### config.mk
export PLATFORM = sky130hd
export DESIGN_NAME = pea_ctrl
export DESIGN_NICKNAME = d
export VERILOG_FILES = /design/src/pea_pkg.sv /design/src/pea_timer.sv /design/src/pea_ctrl.sv
export VERILOG_INCLUDE_DIRS = /design/src
export SDC_FILE = /design/constraint.sdc
export NUM_CORES = 1
export LEC_CHECK = 0
export ABC_CLOCK_PERIOD_IN_PS = 4880
export BUFFER_PORTS_ARGS = -buffer_cell sky130_fd_sc_hd__buf_4
export CAP_MARGIN = 20
export CORE_MARGIN = 2
export CORE_UTILIZATION = 40
export DETAILED_ROUTE_END_ITERATION = 7
export HOLD_SLACK_MARGIN = 0.08
export PLACE_DENSITY = 0.61
export SLEW_MARGIN = 20
export SYNTH_ARGS = -nofsm -noshare
export SYNTH_HDL_FRONTEND = slang
export SYNTH_SLANG_ARGS = --single-unit
export TNS_END_PERCENT = 10
### constraint.sdc
create_clock -name clk -period 4.88 [get_ports clk]
set_input_delay 0.244 -clock clk [delete_from_list [all_inputs] [get_ports clk]]
set_output_delay 0.244 -clock clk [all_outputs]
set_load 0.01 [all_outputs]
### src/pea_defs.svh
// timing constants for the parallel eeprom host controller
// assumes a 200 MHz clock; every count but the slack derives from the times below
`ifndef PEA_DEFS_SVH
`define PEA_DEFS_SVH

`define PEA_CLK_NS      5
// least write pulse width, ns
`define PEA_T_WP_NS     100
// least address / data hold after the rising strobe, ns
`define PEA_T_AH_NS     50
// longest read access time, ns
`define PEA_T_ACC_NS    120
// longest output float time, ns
`define PEA_T_DF_NS     50
// byte load window, us
`define PEA_T_BLC_US    150
// power-on write lockout, ms
`define PEA_T_POR_MS    5

`define PEA_CYC_WP  ((`PEA_T_WP_NS + `PEA_CLK_NS - 1) / `PEA_CLK_NS)
`define PEA_CYC_AH  ((`PEA_T_AH_NS + `PEA_CLK_NS - 1) / `PEA_CLK_NS)
`define PEA_CYC_ACC ((`PEA_T_ACC_NS + `PEA_CLK_NS - 1) / `PEA_CLK_NS)
`define PEA_CYC_DF  ((`PEA_T_DF_NS + `PEA_CLK_NS - 1) / `PEA_CLK_NS)
`define PEA_CYC_BLC ((`PEA_T_BLC_US * 1000) / `PEA_CLK_NS)
`define PEA_CYC_POR ((`PEA_T_POR_MS * 1000000 + `PEA_CLK_NS - 1) / `PEA_CLK_NS)
// slack kept inside the byte load window for strobe overhead
`define PEA_GAP_SLACK   4
`define PEA_SEQ_DONE    2'h3

`endif

### src/pea_pkg.sv
// types shared by the parallel eeprom host controller
// no constants here; timing lives in pea_defs.svh
package pea_pkg;

    typedef enum logic [1:0] {
        PEA_OP_READ,
        PEA_OP_WRITE,
        PEA_OP_PROT_ON,
        PEA_OP_PROT_OFF
    } pea_op_t;

    typedef enum logic [2:0] {
        ST_LOCK,
        ST_IDLE,
        ST_WR_SET,
        ST_WR_LOW,
        ST_WR_HIGH,
        ST_LOAD,
        ST_RD_LOW,
        ST_RD_END
    } pea_state_t;

endpackage : pea_pkg

### src/pea_timer.sv
// down counter used for strobe phases, byte load window and lockout
// counts one per clock, stops at zero; load wins over counting
`timescale 1ns/100ps

module pea_timer #(
    parameter int           W       = 8,
    parameter logic [W-1:0] RST_VAL = '0
) (
    input  wire logic         clk,
    input  wire logic         rst,
    input  wire logic         load,
    input  wire logic [W-1:0] load_val,
    output logic              zero
);

    logic [W-1:0] cnt_q;

    // count down to zero and hold there
    always_ff @(posedge clk or posedge rst) begin
        if (rst) begin
            cnt_q <= RST_VAL;
        end else if (load) begin
            cnt_q <= load_val;
        end else if (cnt_q != '0) begin
            cnt_q <= cnt_q - W'(1);
        end
    end

    assign zero = (cnt_q == '0);

endmodule : pea_timer

### src/pea_ctrl.sv
// host-side controller driving a byte-wide parallel eeprom by its pins
// assumes pin inputs synchronous to clk and an external 12 V switch on
// the id line steered by id_access_high_voltage_line
`timescale 1ns/100ps
`include "pea_defs.svh"

module pea_ctrl import pea_pkg::*; #(
    parameter int                BLC_CYC  = `PEA_CYC_BLC,
    parameter int                POR_CYC  = `PEA_CYC_POR,
    parameter logic [15:0]       POLL_MAX = 16'hffff,
    // command sequence addresses and data; values are arbitrary
    parameter logic [2:0][14:0]  SEQ_ADDR = {15'h0003, 15'h0002, 15'h0001},
    parameter logic [2:0][7:0]   SEQ_ON   = {8'h03, 8'h02, 8'h01},
    parameter logic [2:0][7:0]   SEQ_OFF  = {8'h04, 8'h02, 8'h01}
) (
    input  wire logic        clk,
    input  wire logic        rst,
    input  wire logic        cmd_valid,
    output logic             cmd_ready,
    input  wire pea_op_t     cmd_op,
    input  wire logic [14:0] cmd_addr,
    input  wire logic [7:0]  cmd_data,
    input  wire logic        cmd_last,
    input  wire logic        cmd_unlock,
    input  wire logic        cmd_id,
    output logic             rsp_valid,
    output logic [7:0]       rsp_data,
    output logic             rsp_error,
    output logic [14:0]      address_lines,
    output logic             chip_sel_n,
    output logic             out_en_n,
    output logic             write_en_n,
    input  wire logic [7:0]  data_lines_in,
    output logic [7:0]       data_lines_out,
    output logic             data_lines_oe_n,
    output logic             id_access_high_voltage_line
);

    pea_state_t  state_q, state_d;
    pea_op_t     op_q, op_sel;
    logic [1:0]  seq_q, seq_d;
    logic [14:0] ua_q, ua_d, addr_q, addr_d;
    logic [7:0]  ud_q, ud_d, dout_q, dout_d, rd_q;
    logic [7:0]  ph_val;
    logic [15:0] poll_cnt_q;
    logic        last_q, unlock_q, poll_q, prev_q, have_prev_q, hv_q;
    logic        ph_zero, gap_zero, por_zero, accept, poll_done, poll_over;

    // strobe phases, byte load window and power-on lockout
    pea_timer #(.W(8)) u_phase (
        .clk      (clk),
        .rst      (rst),
        .load     (state_d != state_q),
        .load_val (ph_val),
        .zero     (ph_zero)
    );
    // window shortened so the next falling strobe still lands inside it
    pea_timer #(.W(16)) u_gap (
        .clk      (clk),
        .rst      (rst),
        .load     (state_d == ST_LOAD && state_q != ST_LOAD),
        .load_val (16'(BLC_CYC - `PEA_CYC_AH - `PEA_GAP_SLACK)),
        .zero     (gap_zero)
    );
    pea_timer #(.W(20), .RST_VAL(20'(POR_CYC))) u_por (
        .clk      (clk),
        .rst      (rst),
        .load     (1'b0),
        .load_val (20'h0_0000),
        .zero     (por_zero)
    );

    // phase length chosen by the state being entered
    always_comb begin
        unique case (state_d)
            ST_WR_LOW:  ph_val = 8'(`PEA_CYC_WP);
            ST_WR_HIGH: ph_val = 8'(`PEA_CYC_AH);
            ST_RD_LOW:  ph_val = 8'(`PEA_CYC_ACC);
            ST_RD_END:  ph_val = 8'(`PEA_CYC_DF);
            default:    ph_val = 8'h00;
        endcase
    end

    // lockout and id voltage changes stall the command port
    always_comb begin
        cmd_ready = 1'b0;
        if (state_q == ST_IDLE) begin
            cmd_ready = (hv_q == cmd_id);
        end else if (state_q == ST_LOAD) begin
            cmd_ready = (cmd_op == PEA_OP_WRITE) && !gap_zero;
        end
    end
    assign accept = cmd_valid && cmd_ready;

    // toggle stopped, and for data writes the top bit is true again
    assign poll_done = have_prev_q && (rd_q[6] == prev_q) &&
                       (op_q != PEA_OP_WRITE || rd_q[7] == dout_q[7]);
    assign poll_over = (poll_cnt_q == POLL_MAX);
    assign op_sel    = (state_q == ST_IDLE && accept) ? cmd_op : op_q;

    // next state and next pin values
    always_comb begin
        state_d = state_q;
        seq_d   = seq_q;
        ua_d    = ua_q;
        ud_d    = ud_q;
        addr_d  = addr_q;
        dout_d  = dout_q;
        unique case (state_q)
            ST_LOCK: begin
                if (por_zero) state_d = ST_IDLE;
            end
            ST_IDLE: begin
                if (accept) begin
                    ua_d = cmd_addr;
                    ud_d = cmd_data;
                    if (cmd_op == PEA_OP_READ) begin
                        addr_d  = cmd_addr;
                        state_d = ST_RD_LOW;
                    end else begin
                        // protected data writes carry the prefix
                        seq_d = (cmd_op == PEA_OP_WRITE && !cmd_unlock) ?
                                `PEA_SEQ_DONE : 2'h0;
                        state_d = ST_WR_SET;
                    end
                end
            end
            ST_WR_SET: state_d = ST_WR_LOW;
            ST_WR_LOW: begin
                if (ph_zero) state_d = ST_WR_HIGH;
            end
            ST_WR_HIGH: begin
                if (ph_zero) begin
                    if (seq_q != `PEA_SEQ_DONE) begin
                        seq_d = seq_q + 2'h1;
                        // a bare command ends after its third write
                        state_d = (seq_q == 2'h2 && op_q != PEA_OP_WRITE) ?
                                  ST_RD_LOW : ST_WR_SET;
                    end else begin
                        state_d = last_q ? ST_RD_LOW : ST_LOAD;
                    end
                end
            end
            ST_LOAD: begin
                if (accept) begin
                    ua_d    = {ua_q[14:6], cmd_addr[5:0]};
                    ud_d    = cmd_data;
                    state_d = ST_WR_SET;
                end else if (gap_zero) begin
                    state_d = ST_RD_LOW;
                end
            end
            ST_RD_LOW: begin
                if (ph_zero) state_d = ST_RD_END;
            end
            ST_RD_END: begin
                if (ph_zero) begin
                    state_d = (!poll_q || poll_done || poll_over) ?
                              ST_IDLE : ST_RD_LOW;
                end
            end
        endcase
        // address and data settle a cycle before the strobe falls
        if (state_d == ST_WR_SET) begin
            if (seq_d != `PEA_SEQ_DONE) begin
                addr_d = SEQ_ADDR[seq_d];
                dout_d = (op_sel == PEA_OP_PROT_OFF) ? SEQ_OFF[seq_d] : SEQ_ON[seq_d];
            end else begin
                addr_d = ua_d;
                dout_d = ud_d;
            end
        end
    end

    // control state
    always_ff @(posedge clk or posedge rst) begin
        if (rst) begin
            state_q  <= ST_LOCK;
            seq_q    <= `PEA_SEQ_DONE;
            op_q     <= PEA_OP_READ;
            last_q   <= 1'b0;
            unlock_q <= 1'b0;
            ua_q     <= 15'h0000;
            ud_q     <= 8'h00;
        end else begin
            state_q <= state_d;
            seq_q   <= seq_d;
            ua_q    <= ua_d;
            ud_q    <= ud_d;
            if (accept) begin
                op_q   <= cmd_op;
                last_q <= cmd_last;
            end
            if (accept && state_q == ST_IDLE) unlock_q <= cmd_unlock;
        end
    end

    // pins follow the state being entered, so they are glitch free
    always_ff @(posedge clk or posedge rst) begin
        if (rst) begin
            addr_q          <= 15'h0000;
            dout_q          <= 8'h00;
            chip_sel_n      <= 1'b1;
            write_en_n      <= 1'b1;
            out_en_n        <= 1'b1;
            data_lines_oe_n <= 1'b1;
        end else begin
            addr_q          <= addr_d;
            dout_q          <= dout_d;
            chip_sel_n      <= !(state_d inside {ST_WR_SET, ST_WR_LOW, ST_WR_HIGH,
                                                 ST_RD_LOW});
            write_en_n      <= (state_d != ST_WR_LOW);
            out_en_n        <= (state_d != ST_RD_LOW);
            // data held past the rising strobe for the hold time
            data_lines_oe_n <= !(state_d inside {ST_WR_SET, ST_WR_LOW, ST_WR_HIGH});
        end
    end
    assign address_lines  = addr_q;
    assign data_lines_out = dout_q;

    // id voltage moves only in idle while chip select is high
    always_ff @(posedge clk or posedge rst) begin
        if (rst) begin
            hv_q <= 1'b0;
        end else if (state_q == ST_IDLE && cmd_valid) begin
            hv_q <= cmd_id;
        end
    end
    assign id_access_high_voltage_line = hv_q;

    // end-of-write polling: no fixed wait, the device reports itself
    always_ff @(posedge clk or posedge rst) begin
        if (rst) begin
            rd_q        <= 8'h00;
            poll_q      <= 1'b0;
            prev_q      <= 1'b0;
            have_prev_q <= 1'b0;
            poll_cnt_q  <= 16'h0000;
        end else begin
            if (state_q == ST_RD_LOW && ph_zero) rd_q <= data_lines_in;
            if (state_q == ST_IDLE) begin
                poll_q      <= 1'b0;
                have_prev_q <= 1'b0;
                poll_cnt_q  <= 16'h0000;
            end else if (state_d == ST_RD_LOW && state_q inside {ST_WR_HIGH, ST_LOAD}) begin
                poll_q <= 1'b1;
            end
            if (poll_q && state_q == ST_RD_END && ph_zero) begin
                prev_q      <= rd_q[6];
                have_prev_q <= 1'b1;
                poll_cnt_q  <= poll_cnt_q + 16'h0001;
            end
        end
    end

    // answer once per read or per finished write
    always_ff @(posedge clk or posedge rst) begin
        if (rst) begin
            rsp_valid <= 1'b0;
            rsp_data  <= 8'h00;
            rsp_error <= 1'b0;
        end else begin
            rsp_valid <= (state_q == ST_RD_END) && (state_d == ST_IDLE);
            rsp_error <= (state_q == ST_RD_END) && (state_d == ST_IDLE) &&
                         poll_q && !poll_done;
            if (state_q == ST_RD_END && state_d == ST_IDLE) rsp_data <= rd_q;
        end
    end

    // helper counters for checks
    logic [15:0] gap_cnt_q;
    logic [2:0]  pre_cnt_q;
    logic        we_n_q;
    // falling strobe found from a registered copy, not a sampled-value call
    always_ff @(posedge clk or posedge rst) begin
        if (rst) begin
            gap_cnt_q <= 16'h0000;
            pre_cnt_q <= 3'h0;
            we_n_q    <= 1'b1;
        end else begin
            we_n_q    <= write_en_n;
            gap_cnt_q <= (!write_en_n || !(state_q inside {ST_LOAD, ST_WR_SET})) ?
                         16'h0000 : gap_cnt_q + 16'h0001;
            if (state_q == ST_IDLE) pre_cnt_q <= 3'h0;
            else if (!write_en_n && we_n_q && pre_cnt_q != 3'h7)
                pre_cnt_q <= pre_cnt_q + 3'h1;
        end
    end
endmodule : pea_ctrl

* Yosys cells after proc, flatten, opt, wreduce, memory -nomap -nowiden
Cells that the tools add are included.
** Cells by class
- Add/subtract/negate cells :: 5
- Order comparisons :: 1
- Reductions and logical operators :: 46
- Eq/ne operators :: 28
- Multiplexer cells :: 52
** Operator list (number)
- $mux W15 :: 7
- $mux W16 :: 4
- $mux W8 :: 8
- $mux W3 :: 12
- $bmux W8 S2 :: 2
- $bmux W15 S2 :: 1
- $pmux W15 S2 :: 1
- $eq A3 B3 Y1 const B :: 8
- $pmux W3 S8 :: 1
- $logic_not A20 Y1 :: 1
- $reduce_bool A20 Y1 :: 1
- $sub A20 B1 Y20 const B :: 1
- $add A16 B1 Y16 const B :: 1
- $eq A16 B16 Y1 const B :: 1
- $logic_and A1 B1 Y1 :: 16
- $logic_not A16 Y1 :: 1
- $reduce_bool A16 Y1 :: 1
- $reduce_bool A2 Y1 :: 8
- $sub A16 B1 Y16 const B :: 1
- $pmux W5 S3 :: 1
- $mux W2 :: 7
- $eq A3 B2 Y1 const B :: 4
- $logic_not A8 Y1 :: 1
- $reduce_bool A8 Y1 :: 1
- 23 further kinds :: 42
** Storage, ports and cells
- Word-level logic and storage cells :: 156
- Input bits :: 39
- Output and inout port bits :: 39
- Register bits after elaboration :: 140

* Depth between registers and ports, before layout
Gate-level depths: netlist (run 1).
- Depth in word-level cells :: 12
- Depth in mapped cells :: 14

* Hierarchy
From an unflattened synthesis (run 1), not the netlist that was laid out.
** Unflattened totals
- Cell total of the unflattened synthesis :: 703
- Area, all modules :: 7244.4 um2
** By module, submodules not included
- pea_ctrl :: cells an instance 419, area an instance 4598.2 um2, times used 1, sequential area each 2409.8 um2
- pea_timer (u_por) :: cells an instance 126, area an instance 1156.1 um2, times used 1, sequential area each 509.2 um2
- pea_timer (u_gap) :: cells an instance 102, area an instance 993.5 um2, times used 1, sequential area each 400.4 um2
- pea_timer (u_phase) :: cells an instance 56, area an instance 496.7 um2, times used 1, sequential area each 200.2 um2

* Worst setup path before layout (run 1)
No wires, ideal clock.
- Path type :: register to register
- Start point :: reg u_gap.cnt_q[0]
- End point :: reg dout_q[1], in the netlist data_lines_out[1]
- Setup slack :: 1816 ps
- Required time :: 4753 ps
- Data arrival time :: 2936 ps
- Cell stages (with the launch flop) :: 14
- Clock period less this slack :: 3064 ps
- Library setup time :: 127 ps
- Cell sequence :: dfrtp_1 inv_1 ha_1 nor4b_1 and4_1 buf_2 o41ai_2 a31oi_1 nor3_1 a221o_1 ha_1 mux2_2 mux2_2 mux2_1
** On the way
- Word-level cells in the longest chain between the ends :: 12
- Elaborated cells on any way between the ends :: 25
** Ends and longest elaborated chain
- start, declared :: line pea_timer.sv:16 : logic [W-1:0] cnt_q;
- start signal, assigned :: line pea_timer.sv:23 : cnt_q <= load_val;
- start signal, assigned :: line pea_timer.sv:25 : cnt_q <= cnt_q - W'(1);
- $logic_not A16 Y1 * :: line pea_timer.sv:29 : assign zero = (cnt_q == '0);
- $logic_not A1 Y1 * :: line pea_ctrl.sv:90 : cmd_ready = (cmd_op == PEA_OP_WRITE) && !gap_zero;
- $logic_and A1 B1 Y1 * :: line pea_ctrl.sv:90
- $mux W1 * :: line pea_ctrl.sv:89 : end else if (state_q == ST_LOAD) begin
- $mux W1 * :: line pea_ctrl.sv:87 : if (state_q == ST_IDLE) begin
- net cmd_ready :: line pea_ctrl.sv:19 : output logic cmd_ready,
- $logic_and A1 B1 Y1 * :: line pea_ctrl.sv:93 : assign accept = cmd_valid && cmd_ready;
- $mux W2 * :: line pea_ctrl.sv:114 : if (accept) begin
- $pmux W2 S2 * :: line pea_ctrl.sv:109 : unique case (state_q)
- net seq_d[1] :: line pea_ctrl.sv:41 : logic [1:0] seq_q, seq_d;
- $bmux W8 S2 :: line pea_ctrl.sv:167 : dout_d = (op_sel == PEA_OP_PROT_OFF) ? SEQ_OFF[seq_d] : SEQ_ON[seq_d];
- $mux W8 (implied by the code) :: line pea_ctrl.sv:167
- $mux W8 :: line pea_ctrl.sv:167
- $mux W8 * :: line pea_ctrl.sv:165 : if (seq_d != `PEA_SEQ_DONE) begin
- end signal, assigned :: line pea_ctrl.sv:209 : dout_q <= dout_d;
- end, declared :: line pea_ctrl.sv:43 : logic [7:0] ud_q, ud_d, dout_q, dout_d, rd_q;
The timed path passes the listed nets; every way through them passes the cells marked *. The select of a mux whose other input is x is not followed.
A chain may end at the register's enable or synchronous reset.

* Worst setup path in the final report (run 1)
- Start point :: reg state_q[0]
- End point :: reg dout_q[1], in the netlist data_lines_out[1]
** On the way
- Word-level cells in the longest chain between the ends :: 10
- Elaborated cells on any way between the ends :: 36
** Ends and longest elaborated chain
- start, declared :: line pea_ctrl.sv:39 : pea_state_t state_q, state_d;
- start signal, assigned :: line pea_ctrl.sv:186 : state_q <= state_d;
- $eq A3 B3 Y1 :: line pea_ctrl.sv:89
- $mux W1 :: line pea_ctrl.sv:89
- $mux W1 :: line pea_ctrl.sv:87
- $logic_and A1 B1 Y1 :: line pea_ctrl.sv:93
- $mux W2 :: line pea_ctrl.sv:114
- $pmux W2 S2 * :: line pea_ctrl.sv:109
- net seq_d[0] :: line pea_ctrl.sv:41
- $bmux W8 S2 :: line pea_ctrl.sv:167
- $mux W8 (implied by the code) :: line pea_ctrl.sv:167
- $mux W8 :: line pea_ctrl.sv:167
- $mux W8 * :: line pea_ctrl.sv:165
Marks and branches as above.

==> flow_summary_export.csv, run 1 <==
group,metric,value,unit
route,drt_iter0_drc,248,
timing,drv_slew,0,
place,dpl_worst_slack,1.338,ns
logic_synthesis,synthTopCellsByArea,"dfrtp_1 (47%), mux2_2 (6.3%), dfstp_2 (5.0%)",
power,ir_drop,260.4,uV
cts,clkSinkCount,140,
cts,cts_buffers,17,
worst_setup_path,r2r_start,"state_q[0]$_DFF_PP0_",
timing,timing.final.ws_setup,1.343,ns
route,vias,5176,
worst_setup_path,r2r_cells,7,
logic_synthesis,synth_edf_count,0,
floorplanning,start_util,40.92,%
logic_synthesis,seq_area_frac_synth,51.86,%
global_route,grt_pass1_wl,25410,um
final_layout,area_growth,24.80,%
floorplanning,fp.dieW,134.3,um
worst_setup_path,cp-start-kind,"flop",
place,portBuffers,77,
final_layout,final_cells,981,
logic_synthesis,netlist_instances,645,
route,first_pass_iters,4,
final_layout,diodes,0,
place,dp.cells,925,
global_route,antenna_found_initial,0,
worst_setup_path,critPathKind,"flop to flop",
route,vias_per_cell,5.276,
floorplanning,io_pins,78,
cts,post-cts-setup-buffer-count,0,
power,p_per_area,316.2,nW/um^2
worst_setup_path,rrSetupSlack,1.34,ns
cts,path_clk_slew,0.06,ns
final_layout,drive_gt1_share,26.02,%
worst_setup_path,end_kind,"flop",
final_layout,layout_commonest_cell,"dfrtp_1",
power,total_power,2.678,mW
final_layout,layout_common_cells,"dfrtp_1 (127), buf_4 (85), nand2_1 (77)",
power,power_leakage,4.092,nW
worst_setup_path,crit_start,"state_q[0]$_DFF_PP0_",
cts,htree_levels,4,
global_route,grt.total_usage,17.71,%
cts,clk_latency,0.43,ns
timing,period_share,72.48,%
logic_synthesis,synthArstFlopShare,100.0,%
global_route,grt_max_degree,81,
floorplanning,coreArea,16580,um^2
logic_synthesis,ys.flop_type,"dfrtp_1",
route,drc,0,
run,maxCapViolCount,0,
timing,setup_tns,0,ns
worst_setup_path,worst_ep_arrival_time,3.84,ns
timing,fmax,282.7,MHz
timing,timing.final.crit_period,3.537,ns
logic_synthesis,postSynthAreaPerCell,10.52,um^2
floorplanning,die_area,18020,um^2
cts,cts_buffer_depth,2,
worst_hold_path,hp-class,"primary input to flop",
timing,hold_viol,0,
floorplanning,rows,47,
final_layout,seqCellArea,3520,um^2
final_layout,fin_nets,795,
logic_synthesis,ys_warn_count,0,
final_layout,fill_cells,1504,
worst_setup_path,cp.required,5.18,ns
route,totalWireLength,15200,um
timing,rsz0062_at_grt,"no",
global_route,grt_pass1_vias,5288,
timing,skew,0.01699,ns
cts,tritoncts,"done",
logic_synthesis,synth_largest_area_cell,"dfrtp_1",
worst_setup_path,endpoint,"data_lines_out[1]$_DFFE_PP0N_",
timing,max_slew.worst_pin.slew,1.021,ns
logic_synthesis,syn_nets,692,
timing,relSlewSlack,31.01,%
worst_setup_path,rr_endpoint,"data_lines_out[1]$_DFFE_PP0N_",
route,wl_per_cell,15.49,um
logic_synthesis,synth_top_area_share,46.83,%
global_route,grt_overflow,0,
final_layout,multi_input_comb_area,3032,um^2
place,dpl.hpwl,10560,um
logic_synthesis,ys_types,66,
worst_setup_path,cp_max_fo,24,
timing,setup-violations-final,0,
floorplanning,die_h,134.3,um
final_layout,postLayoutCoreUtil,51.07,%
place,gp_congestion,0.8728,
outcome,status,"finished clean",
logic_synthesis,ys_ff_latch,140,
logic_synthesis,syn_area,6787,um^2
route,detail-route-antenna-nets,0,
cts,root_buffer,"clkbuf_16",
cell usage after synthesis (all sizes together), types with 10 or more instances:
master	number
a21oi	12
buf	10
clkbuf	15
dfrtp	127
dfstp	13
inv	30
mux2	40
mux2i	23
nand2	77
nand3	35
nor2	43
nor3	23
nor4	10
o21ai	48
or4	12
xnor2	14
xor2	16
power breakdown:
group	internal [mW]	leakage (nW)	total [mW]	switching, mW
logic	0.0437	2.00	0.0885	0.0449
clock network	0.908	0.307	1.42	0.507
registers	1.17	1.79	1.17	0.00443
total	2.12	4.09	2.68	0.556
critical path, cell delays in order, from the launching register on:
cell and delay (ns):
dfrtp_1 0.53, nor3b_2 0.44, nand3_1 0.64, a311o_1 0.64, ha_1 0.33, mux2_2 0.27, mux2_2 0.27, mux2_1 0.29
routing by layer:
metal  GRT usage (%)  wire, um
met1           22.16      6709
met2           29.11      7381
met3           4.422       765
met4           7.836       342
met5               0         0
what timing repair did:
item	4_1_cts	5_1_grt
resized for setup	0	0
endpoints found under the hold margin	101	0
hold buffers	24	0
endpoints found under the setup margin	0	0
cell families after synthesis:
kind of cell	synth area share [%]
buf+inv	3.540
xor+xnor	3.872
flops	51.86
fa+ha+maj	1.475
compound gates	9.182
simple gates	20.04
mux	10.03
state kept, by name (all words and copies together), names as in the netlist, 2 cells and up:
| signal | count |
|---|---|
| rd_q | 8 |
| op_q | 2 |
| poll_cnt_q | 16 |
| state_q | 3 |
| data_lines_out | 8 |
| seq_q | 2 |
| u_phase.cnt_q | 8 |
| u_por.cnt_q | 20 |
| u_gap.cnt_q | 16 |
| ud_q | 8 |
| address_lines | 15 |
| rsp_data | 8 |
| ua_q | 15 |
worst min-delay path by stage:
stage | from | depth (start not counted) | end
3_5_place_dp | rst | 2 | poll_cnt_q[14]$_DFFE_PP0P_
3_3_place_gp | rst | 2 | rsp_data[2]$_DFFE_PP0P_
2_1_floorplan | cmd_addr[3] | 2 | address_lines[3]$_DFFE_PP0P_
4_1_cts | cmd_data[5] | 2 | ud_q[5]$_DFF_PP0_
5_1_grt | cmd_data[4] | 2 | ud_q[4]$_DFF_PP0_
6_report | cmd_data[5] | 2 | ud_q[5]$_DFF_PP0_
stage by stage:
step / hold slack (ns) / cell area, um^2
final: 0.09378 / 8469
after detailed placement: 0.4174 / 7582
after floorplan: 0.3785 / 6787
after global routing: 0.09192 / 8469
after global placement: 0.4163 / 7577
after CTS: 0.08299 / 8469
area by class of cell:
type	count	area share, %
Clock inverter	14	2.571
Multi-Input combinational cell	450	35.80
Sequential cell	140	41.56
Tap cell	220	3.250
Clock buffer	18	5.067
Timing Repair Buffer	109	10.37
Inverter	30	1.389
Power figures use the tool's default switching activity.
==> inputs of run 2 (changes only) <==
ABC_CLOCK_PERIOD_IN_PS = 3050   (was 4880)
PLACE_DENSITY = 0.63   (was 0.61)
clock period = 3.05 ns   (was 4.88 ns; I/O delays follow)
==> run 2 against run 1 <==
Against the previous run: die area stayed put; largest cell class unchanged; largest power group unchanged; setup slack got worse by 1.3 ns; hold slack better by 0.019 ns; critical endpoint unchanged; power rose by 57%.
==> flow_summary_export.csv, run 2 (synthesized netlist as in run 1, its figures left out) <==
group,metric,value,unit
cts,clkSinkCount,140,
cts,cts_buffers,17,
floorplanning,start_util,40.92,%
final_layout,reg_top3,"u_por.cnt_q x20, poll_cnt_q x16, u_gap.cnt_q x16",
floorplanning,coreArea,16580,um^2
worst_setup_path,rrSetupSlack,0.08,ns
worst_setup_path,path_buf_inv,2,
global_route,grt.total_usage,18.67,%
worst_setup_path,cp_max_fo,3,
timing,drv_slew,0,
cts,cts_buffer_depth,2,
global_route,grt_max_degree,81,
final_layout,drive_gt1_share,30.47,%
place,portBuffers,77,
place,dpl.hpwl,10880,um
worst_setup_path,rr_endpoint,"data_lines_out[1]$_DFFE_PP0N_",
final_layout,multi_input_comb_area,3127,um^2
worst_setup_path,cp_slowest_stage_delay,0.40,ns
worst_setup_path,cp-start-kind,"flop",
run,maxCapViolCount,0,
route,totalWireLength,15910,um
outcome,status,"finished clean",
worst_setup_path,cp_cell_sequence,"inv_2 -> ha_4 -> nor4b_4 -> and4_4 -> o41ai_4 -> a31oi_1 -> nor3_1 -> a221o_1 -> buf_4 -> ha_4 -> mux2_2 -> mux2_2 -> mux2_1",
power,ir_drop,333.9,uV
final_layout,layout_common_cells,"dfrtp_1 (127), buf_4 (114), nand2_1 (77)",
route,drc,0,
global_route,grt_pass1_vias,5534,
route,vias_per_cell,5.222,
route,wl_per_cell,15.54,um
place,dpl-instance-area,7811,um^2
power,power_leakage,4.345,nW
worst_setup_path,cp.required,3.35,ns
worst_hold_path,min_to,"id_access_high_voltage_line$_DFFE_PP0P_",
timing,max_slew.worst_pin.slew,0.7601,ns
final_layout,final_cell_area,8926,um^2
route,drt_iter0_drc,346,
worst_hold_path,hp-class,"primary input to flop",
worst_setup_path,critPathKind,"flop to flop",
worst_setup_path,r2r_cells,13,
final_layout,seqCellArea,3520,um^2
timing,fin_hold_ws,0.1128,ns
cts,htree_levels,4,
final_layout,area_growth,31.53,%
cts,clk_latency,0.43,ns
cts,path_clk_slew,0.06,ns
final_layout,fin_nets,839,
floorplanning,rows,47,
place,gp_congestion,0.8959,
timing,timing.final.crit_period,2.972,ns
final_layout,diodes,0,
worst_setup_path,cpMaxStageDelayCell,"dfrtp_1",
floorplanning,io_pins,78,
timing,skew,0.02215,ns
timing,hold_viol,0,
route,vias,5347,
floorplanning,die_area,18020,um^2
route,detail-route-antenna-nets,0,
final_layout,fill_cells,1456,
worst_setup_path,r2r_start,"u_gap.cnt_q[0]$_DFFE_PP0P_",
timing,setup-violations-final,0,
power,p_per_area,470.6,nW/um^2
worst_setup_path,critPathTopFamily,"multiplexers",
floorplanning,fp.dieW,134.3,um
cts,root_buffer,"clkbuf_16",
worst_hold_path,hold_depth,3,
final_layout,top_register,"u_por.cnt_q",
cts,tritoncts,"done",
floorplanning,die_h,134.3,um
global_route,antenna_found_initial,0,
final_layout,layout_commonest_cell,"dfrtp_1",
final_layout,largest_reg_flops,20,
timing,relSlewSlack,49.32,%
timing,fmax,336.4,MHz
timing,rsz0062_at_grt,"yes",
global_route,grt_pass1_wl,26960,um
route,first_pass_iters,5,
timing,period_share,97.46,%
worst_setup_path,end_kind,"flop",
global_route,grt_overflow,0,
worst_setup_path,worst_ep_arrival_time,3.27,ns
worst_hold_path,min_from,"cmd_valid",
## run 2: cell types whose count changed in the layout (fill, tap and decap cells not counted), moves of 3 or more
| cell | change |
|---|---|
| buf_4 | +29 |
| dlygate4sd3_1 | +11 |
| ha_1 | -3 |
| inv_1 | -3 |
| inv_2 | +3 |
## run 2: what timing repair did
item	CTS	global route
buffers inserted	0	5
resized for setup	2	20
hold buffers	35	0
pin swaps	0	4
setup endpoints to repair	9	25
endpoints found under the hold margin	98	0
## run 2: worst register-to-register path, stage by stage, from the launching register on
cell and delay, ns:
dfrtp_1 0.40, inv_2 0.09, ha_4 0.14, nor4b_4 0.20, and4_4 0.27, o41ai_4 0.09, a31oi_1 0.15, nor3_1 0.07
a221o_1 0.29, buf_4 0.15, ha_4 0.21, mux2_2 0.25, mux2_2 0.26, mux2_1 0.29
## run 2: through the flow
stage	setup WS, ns	setup TNS [ns]	power [mW]	util, %	instances
after detailed placement	-0.1041	-0.5075	2.034	47.10	953
after floorplan	-0.01394	-0.01394	1.968	-	645
after global placement	0.01375	0	2.029	47.10	953
after CTS	0.007713	0	4.245	53.01	1019
after global routing	-0.04094	-0.08161	4.342	53.83	1024
final	0.07761	0	4.201	53.83	1024
## run 2: worst max path at each step
| stage | startpoint | cells past startpoint | endpoint |
|---|---|---|---|
| floorplan | u_gap.cnt_q[0]$_DFFE_PP0P_ | 13 | data_lines_out[1]$_DFFE_PP0N_ |
| global placement | u_gap.cnt_q[0]$_DFFE_PP0P_ | 10 | u_phase.cnt_q[4]$_DFFE_PP0P_ |
| detailed placement | u_gap.cnt_q[0]$_DFFE_PP0P_ | 10 | u_phase.cnt_q[1]$_DFFE_PP0P_ |
| CTS | u_gap.cnt_q[0]$_DFFE_PP0P_ | 12 | data_lines_out[1]$_DFFE_PP0N_ |
| global route | u_gap.cnt_q[0]$_DFFE_PP0P_ | 13 | data_lines_out[1]$_DFFE_PP0N_ |
| finish | u_gap.cnt_q[0]$_DFFE_PP0P_ | 13 | data_lines_out[1]$_DFFE_PP0N_ |
## run 2: where the power goes
group / switching (mW) / total, mW / internal (mW)
Sequential: 0.00739 / 1.88 / 1.87
Combinational: 0.0766 / 0.160 / 0.0833
Clock: 0.794 / 2.16 / 1.37
Total: 0.878 / 4.20 / 3.32
## run 2: area by class of cell
| class | instances | area share (%) |
|---|---|---|
| Inverter | 30 | 1.304 |
| Sequential cell | 140 | 39.43 |
| Clock inverter | 13 | 2.131 |
| Clock buffer | 18 | 4.808 |
| Multi-Input combinational cell | 450 | 35.03 |
| Timing Repair Buffer | 153 | 14.21 |
| Tap cell | 220 | 3.084 |
## run 2: metal layers
layer / up-vias / track usage, % / part of all wire (%)
met3: 19 / 4.837 / 4.5
li1: 2573 / - / -
met2: 115 / 31.32 / 50
met4: 0 / 6.667 / 1.5
met5: - / 0 / 0
met1: 2640 / 23.37 / 44
==> inputs of run 3 (changes only) <==
ABC_CLOCK_PERIOD_IN_PS = 2680   (was 3050)
CELL_PAD_IN_SITES_DETAIL_PLACEMENT = 1   (was not set)
CELL_PAD_IN_SITES_GLOBAL_PLACEMENT = 2   (was not set)
CORE_UTILIZATION = 34   (was 40)
PLACE_DENSITY = 0.78   (was 0.63)
clock period = 2.68 ns   (was 3.05 ns; I/O delays follow)
==> run 3 against run 2 <==
Against the previous run: the flow now finishes with violations (negative setup slack); sequential power grew 14%; count of clock-buffer cells in the layout up 1; fmax decreased by 3.0%; first-iteration DRC count fell by 36%; die area is 17% higher; global-route usage increased by 1.1 points; critical endpoint unchanged; critical path type unchanged; critical path depth is the same.
==> flow_summary_export.csv, run 3 (synthesized netlist as in run 1, its figures left out) <==
group,metric,value,unit
route,drt_iter0_drc,220,
timing,max_slew.worst_pin.slew,0.5618,ns
cts,htree_levels,4,
cts,path_clk_slew,0.06,ns
global_route,grt_max_degree,57,
final_layout,drive_gt1_share,40.91,%
cts,clk_latency,0.42,ns
final_layout,top_register,"u_por.cnt_q",
floorplanning,die_h,145.3,um
floorplanning,die_area,21110,um^2
worst_setup_path,rrSetupSlack,-0.38,ns
timing,rsz0062_at_grt,"yes",
cts,cts_buffers,17,
timing,hold_viol,0,
floorplanning,io_pins,78,
timing,setup-violations-final,31,
cts,clkSinkCount,140,
worst_hold_path,min_from,"cmd_valid",
route,wl_per_cell,17.28,um
timing,timing.final.ws_setup,-0.3843,ns
final_layout,reg_top3,"u_por.cnt_q x20, poll_cnt_q x16, u_gap.cnt_q x16",
timing,fmax,326.3,MHz
route,vias,5881,
place,dpl.hpwl,14020,um
outcome,violations,"negative setup slack",
run,maxCapViolCount,0,
route,drc,0,
worst_hold_path,hp-class,"primary input to flop",
final_layout,fin_nets,936,
timing,period_share,114.3,%
final_layout,postLayoutCoreUtil,50.76,%
global_route,grt_overflow,0,
power,ir_drop,442.4,uV
worst_setup_path,worst_ep_arrival_time,3.36,ns
timing,relSlewSlack,62.54,%
final_layout,fill_cells,2186,
worst_setup_path,path_buf_inv,2,
cts,tritoncts,"done",
floorplanning,start_util,34.76,%
worst_setup_path,critPathKind,"flop to flop",
place,dp.cells,1085,
worst_hold_path,min_to,"id_access_high_voltage_line$_DFFE_PP0P_",
cts,cts_buffer_depth,2,
worst_hold_path,hold_depth,3,
global_route,grt_pass1_vias,6756,
final_layout,final_cells,1167,
worst_setup_path,r2r_start,"u_gap.cnt_q[0]$_DFFE_PP0P_",
timing,fin_hold_ws,0.1173,ns
worst_setup_path,r2r_cells,13,
place,portBuffers,77,
final_layout,diodes,0,
timing,skew,0.01253,ns
timing,timing.final.crit_period,3.064,ns
power,p_per_area,490.7,nW/um^2
worst_setup_path,cp-start-kind,"flop",
global_route,grt.total_usage,19.76,%
timing,drv_slew,0,
global_route,antenna_found_initial,0,
place,gp_congestion,0.8868,
final_layout,layout_common_cells,"buf_4 (202), dfrtp_1 (127), nand2_1 (75)",
worst_setup_path,cp_cell_sequence,"inv_2 -> ha_4 -> nor4b_4 -> and4_4 -> o41ai_4 -> a31oi_1 -> nor3_1 -> a221o_1 -> buf_6 -> ha_4 -> mux2_4 -> mux2_4 -> mux2_4",
floorplanning,rows,51,
floorplanning,coreArea,19530,um^2
cts,root_buffer,"clkbuf_16",
worst_setup_path,cp_slowest_stage_delay,0.40,ns
worst_setup_path,critPathTopFamily,"multiplexers",
global_route,grt_pass1_wl,33990,um
worst_setup_path,cp_common_cell,"mux2_4",
worst_setup_path,rr_endpoint,"data_lines_out[1]$_DFFE_PP0N_",
worst_setup_path,cpMaxStageDelayCell,"dfrtp_1",
final_layout,area_growth,46.05,%
final_layout,largest_reg_flops,20,
route,first_pass_iters,4,
route,vias_per_cell,5.039,
floorplanning,fp.dieW,145.3,um
worst_setup_path,end_kind,"flop",
power,power_leakage,4.872,nW
outcome,status,"complete, but fails checks",
route,detail-route-antenna-nets,0,
worst_setup_path,cp.required,2.98,ns
worst_setup_path,cp_max_fo,2,
route,totalWireLength,20160,um
timing,setup_tns,-4.732,ns
final_layout,layout_commonest_cell,"buf_4",
## run 3: changes by cell type in the layout (fill, tap and decap cells not counted), sizes merged
| cell | change |
|---|---|
| clkinvlp | -2 |
| clkinv | +1 |
| buf | +97 |
| clkbuf | +1 |
| inv | +1 |
## run 3: worst max-delay path by stage
stage	cells after the start	startpoint	slack (ns)	endpoint
after global placement	12	u_gap.cnt_q[0]$_DFFE_PP0P_	-0.27	data_lines_out[1]$_DFFE_PP0N_
after CTS	13	u_gap.cnt_q[0]$_DFFE_PP0P_	-0.30	data_lines_out[1]$_DFFE_PP0N_
final	13	u_gap.cnt_q[0]$_DFFE_PP0P_	-0.38	data_lines_out[1]$_DFFE_PP0N_
after global routing	13	u_gap.cnt_q[1]$_DFFE_PP0P_	-0.47	data_lines_out[1]$_DFFE_PP0N_
after floorplan	13	u_gap.cnt_q[0]$_DFFE_PP0P_	-0.38	data_lines_out[1]$_DFFE_PP0N_
after detailed placement	12	u_gap.cnt_q[1]$_DFFE_PP0P_	-0.46	data_lines_out[1]$_DFFE_PP0N_
## run 3: metal layers
metal  routed length (um)  global-route usage (%)  up-vias
met2                10320                   34.64      128
met1                 8512                   23.08     2947
met5                    0                       0        -
met4                  541                   8.529        0
met3                  788                   4.654       42
li1                     -                       -     2764
## run 3: cell type report
class / instances / area (um^2) / share of cell area, %
tap: 265 / 331.6 / 3.345
sequential: 140 / 3520 / 35.51
clock inverter: 13 / 191.4 / 1.931
inverter: 30 / 116.4 / 1.174
clock buffer: 19 / 432.9 / 4.368
timing repair buffer: 250 / 2057 / 20.75
multi-input combinational: 450 / 3263 / 32.92
## run 3: per-stage QoR
| stage | instance area, um^2 | setup slack (ns) | power [mW] |
|---|---|---|---|
| 3_5_place_dp | 8558 | -0.4650 | 2.327 |
| 4_1_cts | 9818 | -0.2955 | 4.918 |
| 3_3_place_gp | 8558 | -0.2696 | 2.319 |
| 2_1_floorplan | 6790 | -0.3839 | 2.240 |
| 6_report | 9912 | -0.3843 | 4.864 |
| 5_1_grt | 9912 | -0.4743 | 5.022 |
## run 3: worst reg2reg max path, delay by kind of cell (launching register included)
kind / cells / cell delay (ns)
and+or+nand+nor: 3 / 0.61
AOI/OAI and AO/OA: 3 / 0.58
muxes: 3 / 0.79
buffers and inverters: 2 / 0.24
DFF: 1 / 0.40
adders and majority gates: 2 / 0.34
## run 3: where the power goes
| part | internal, mW | switching, mW |
|---|---|---|
| Combinational | 0.104 | 0.0946 |
| Sequential | 2.13 | 0.00842 |
| Clock | 1.57 | 0.958 |
| Total | 3.80 | 1.06 |
## run 3: what timing repair did
action,in CTS,in global routing
buffers inserted,12,3
hold buffers,35,0
gates resized for setup,46,19
endpoints found under the hold margin,135,0
pin swaps,14,4
endpoints found under the setup margin,50,48
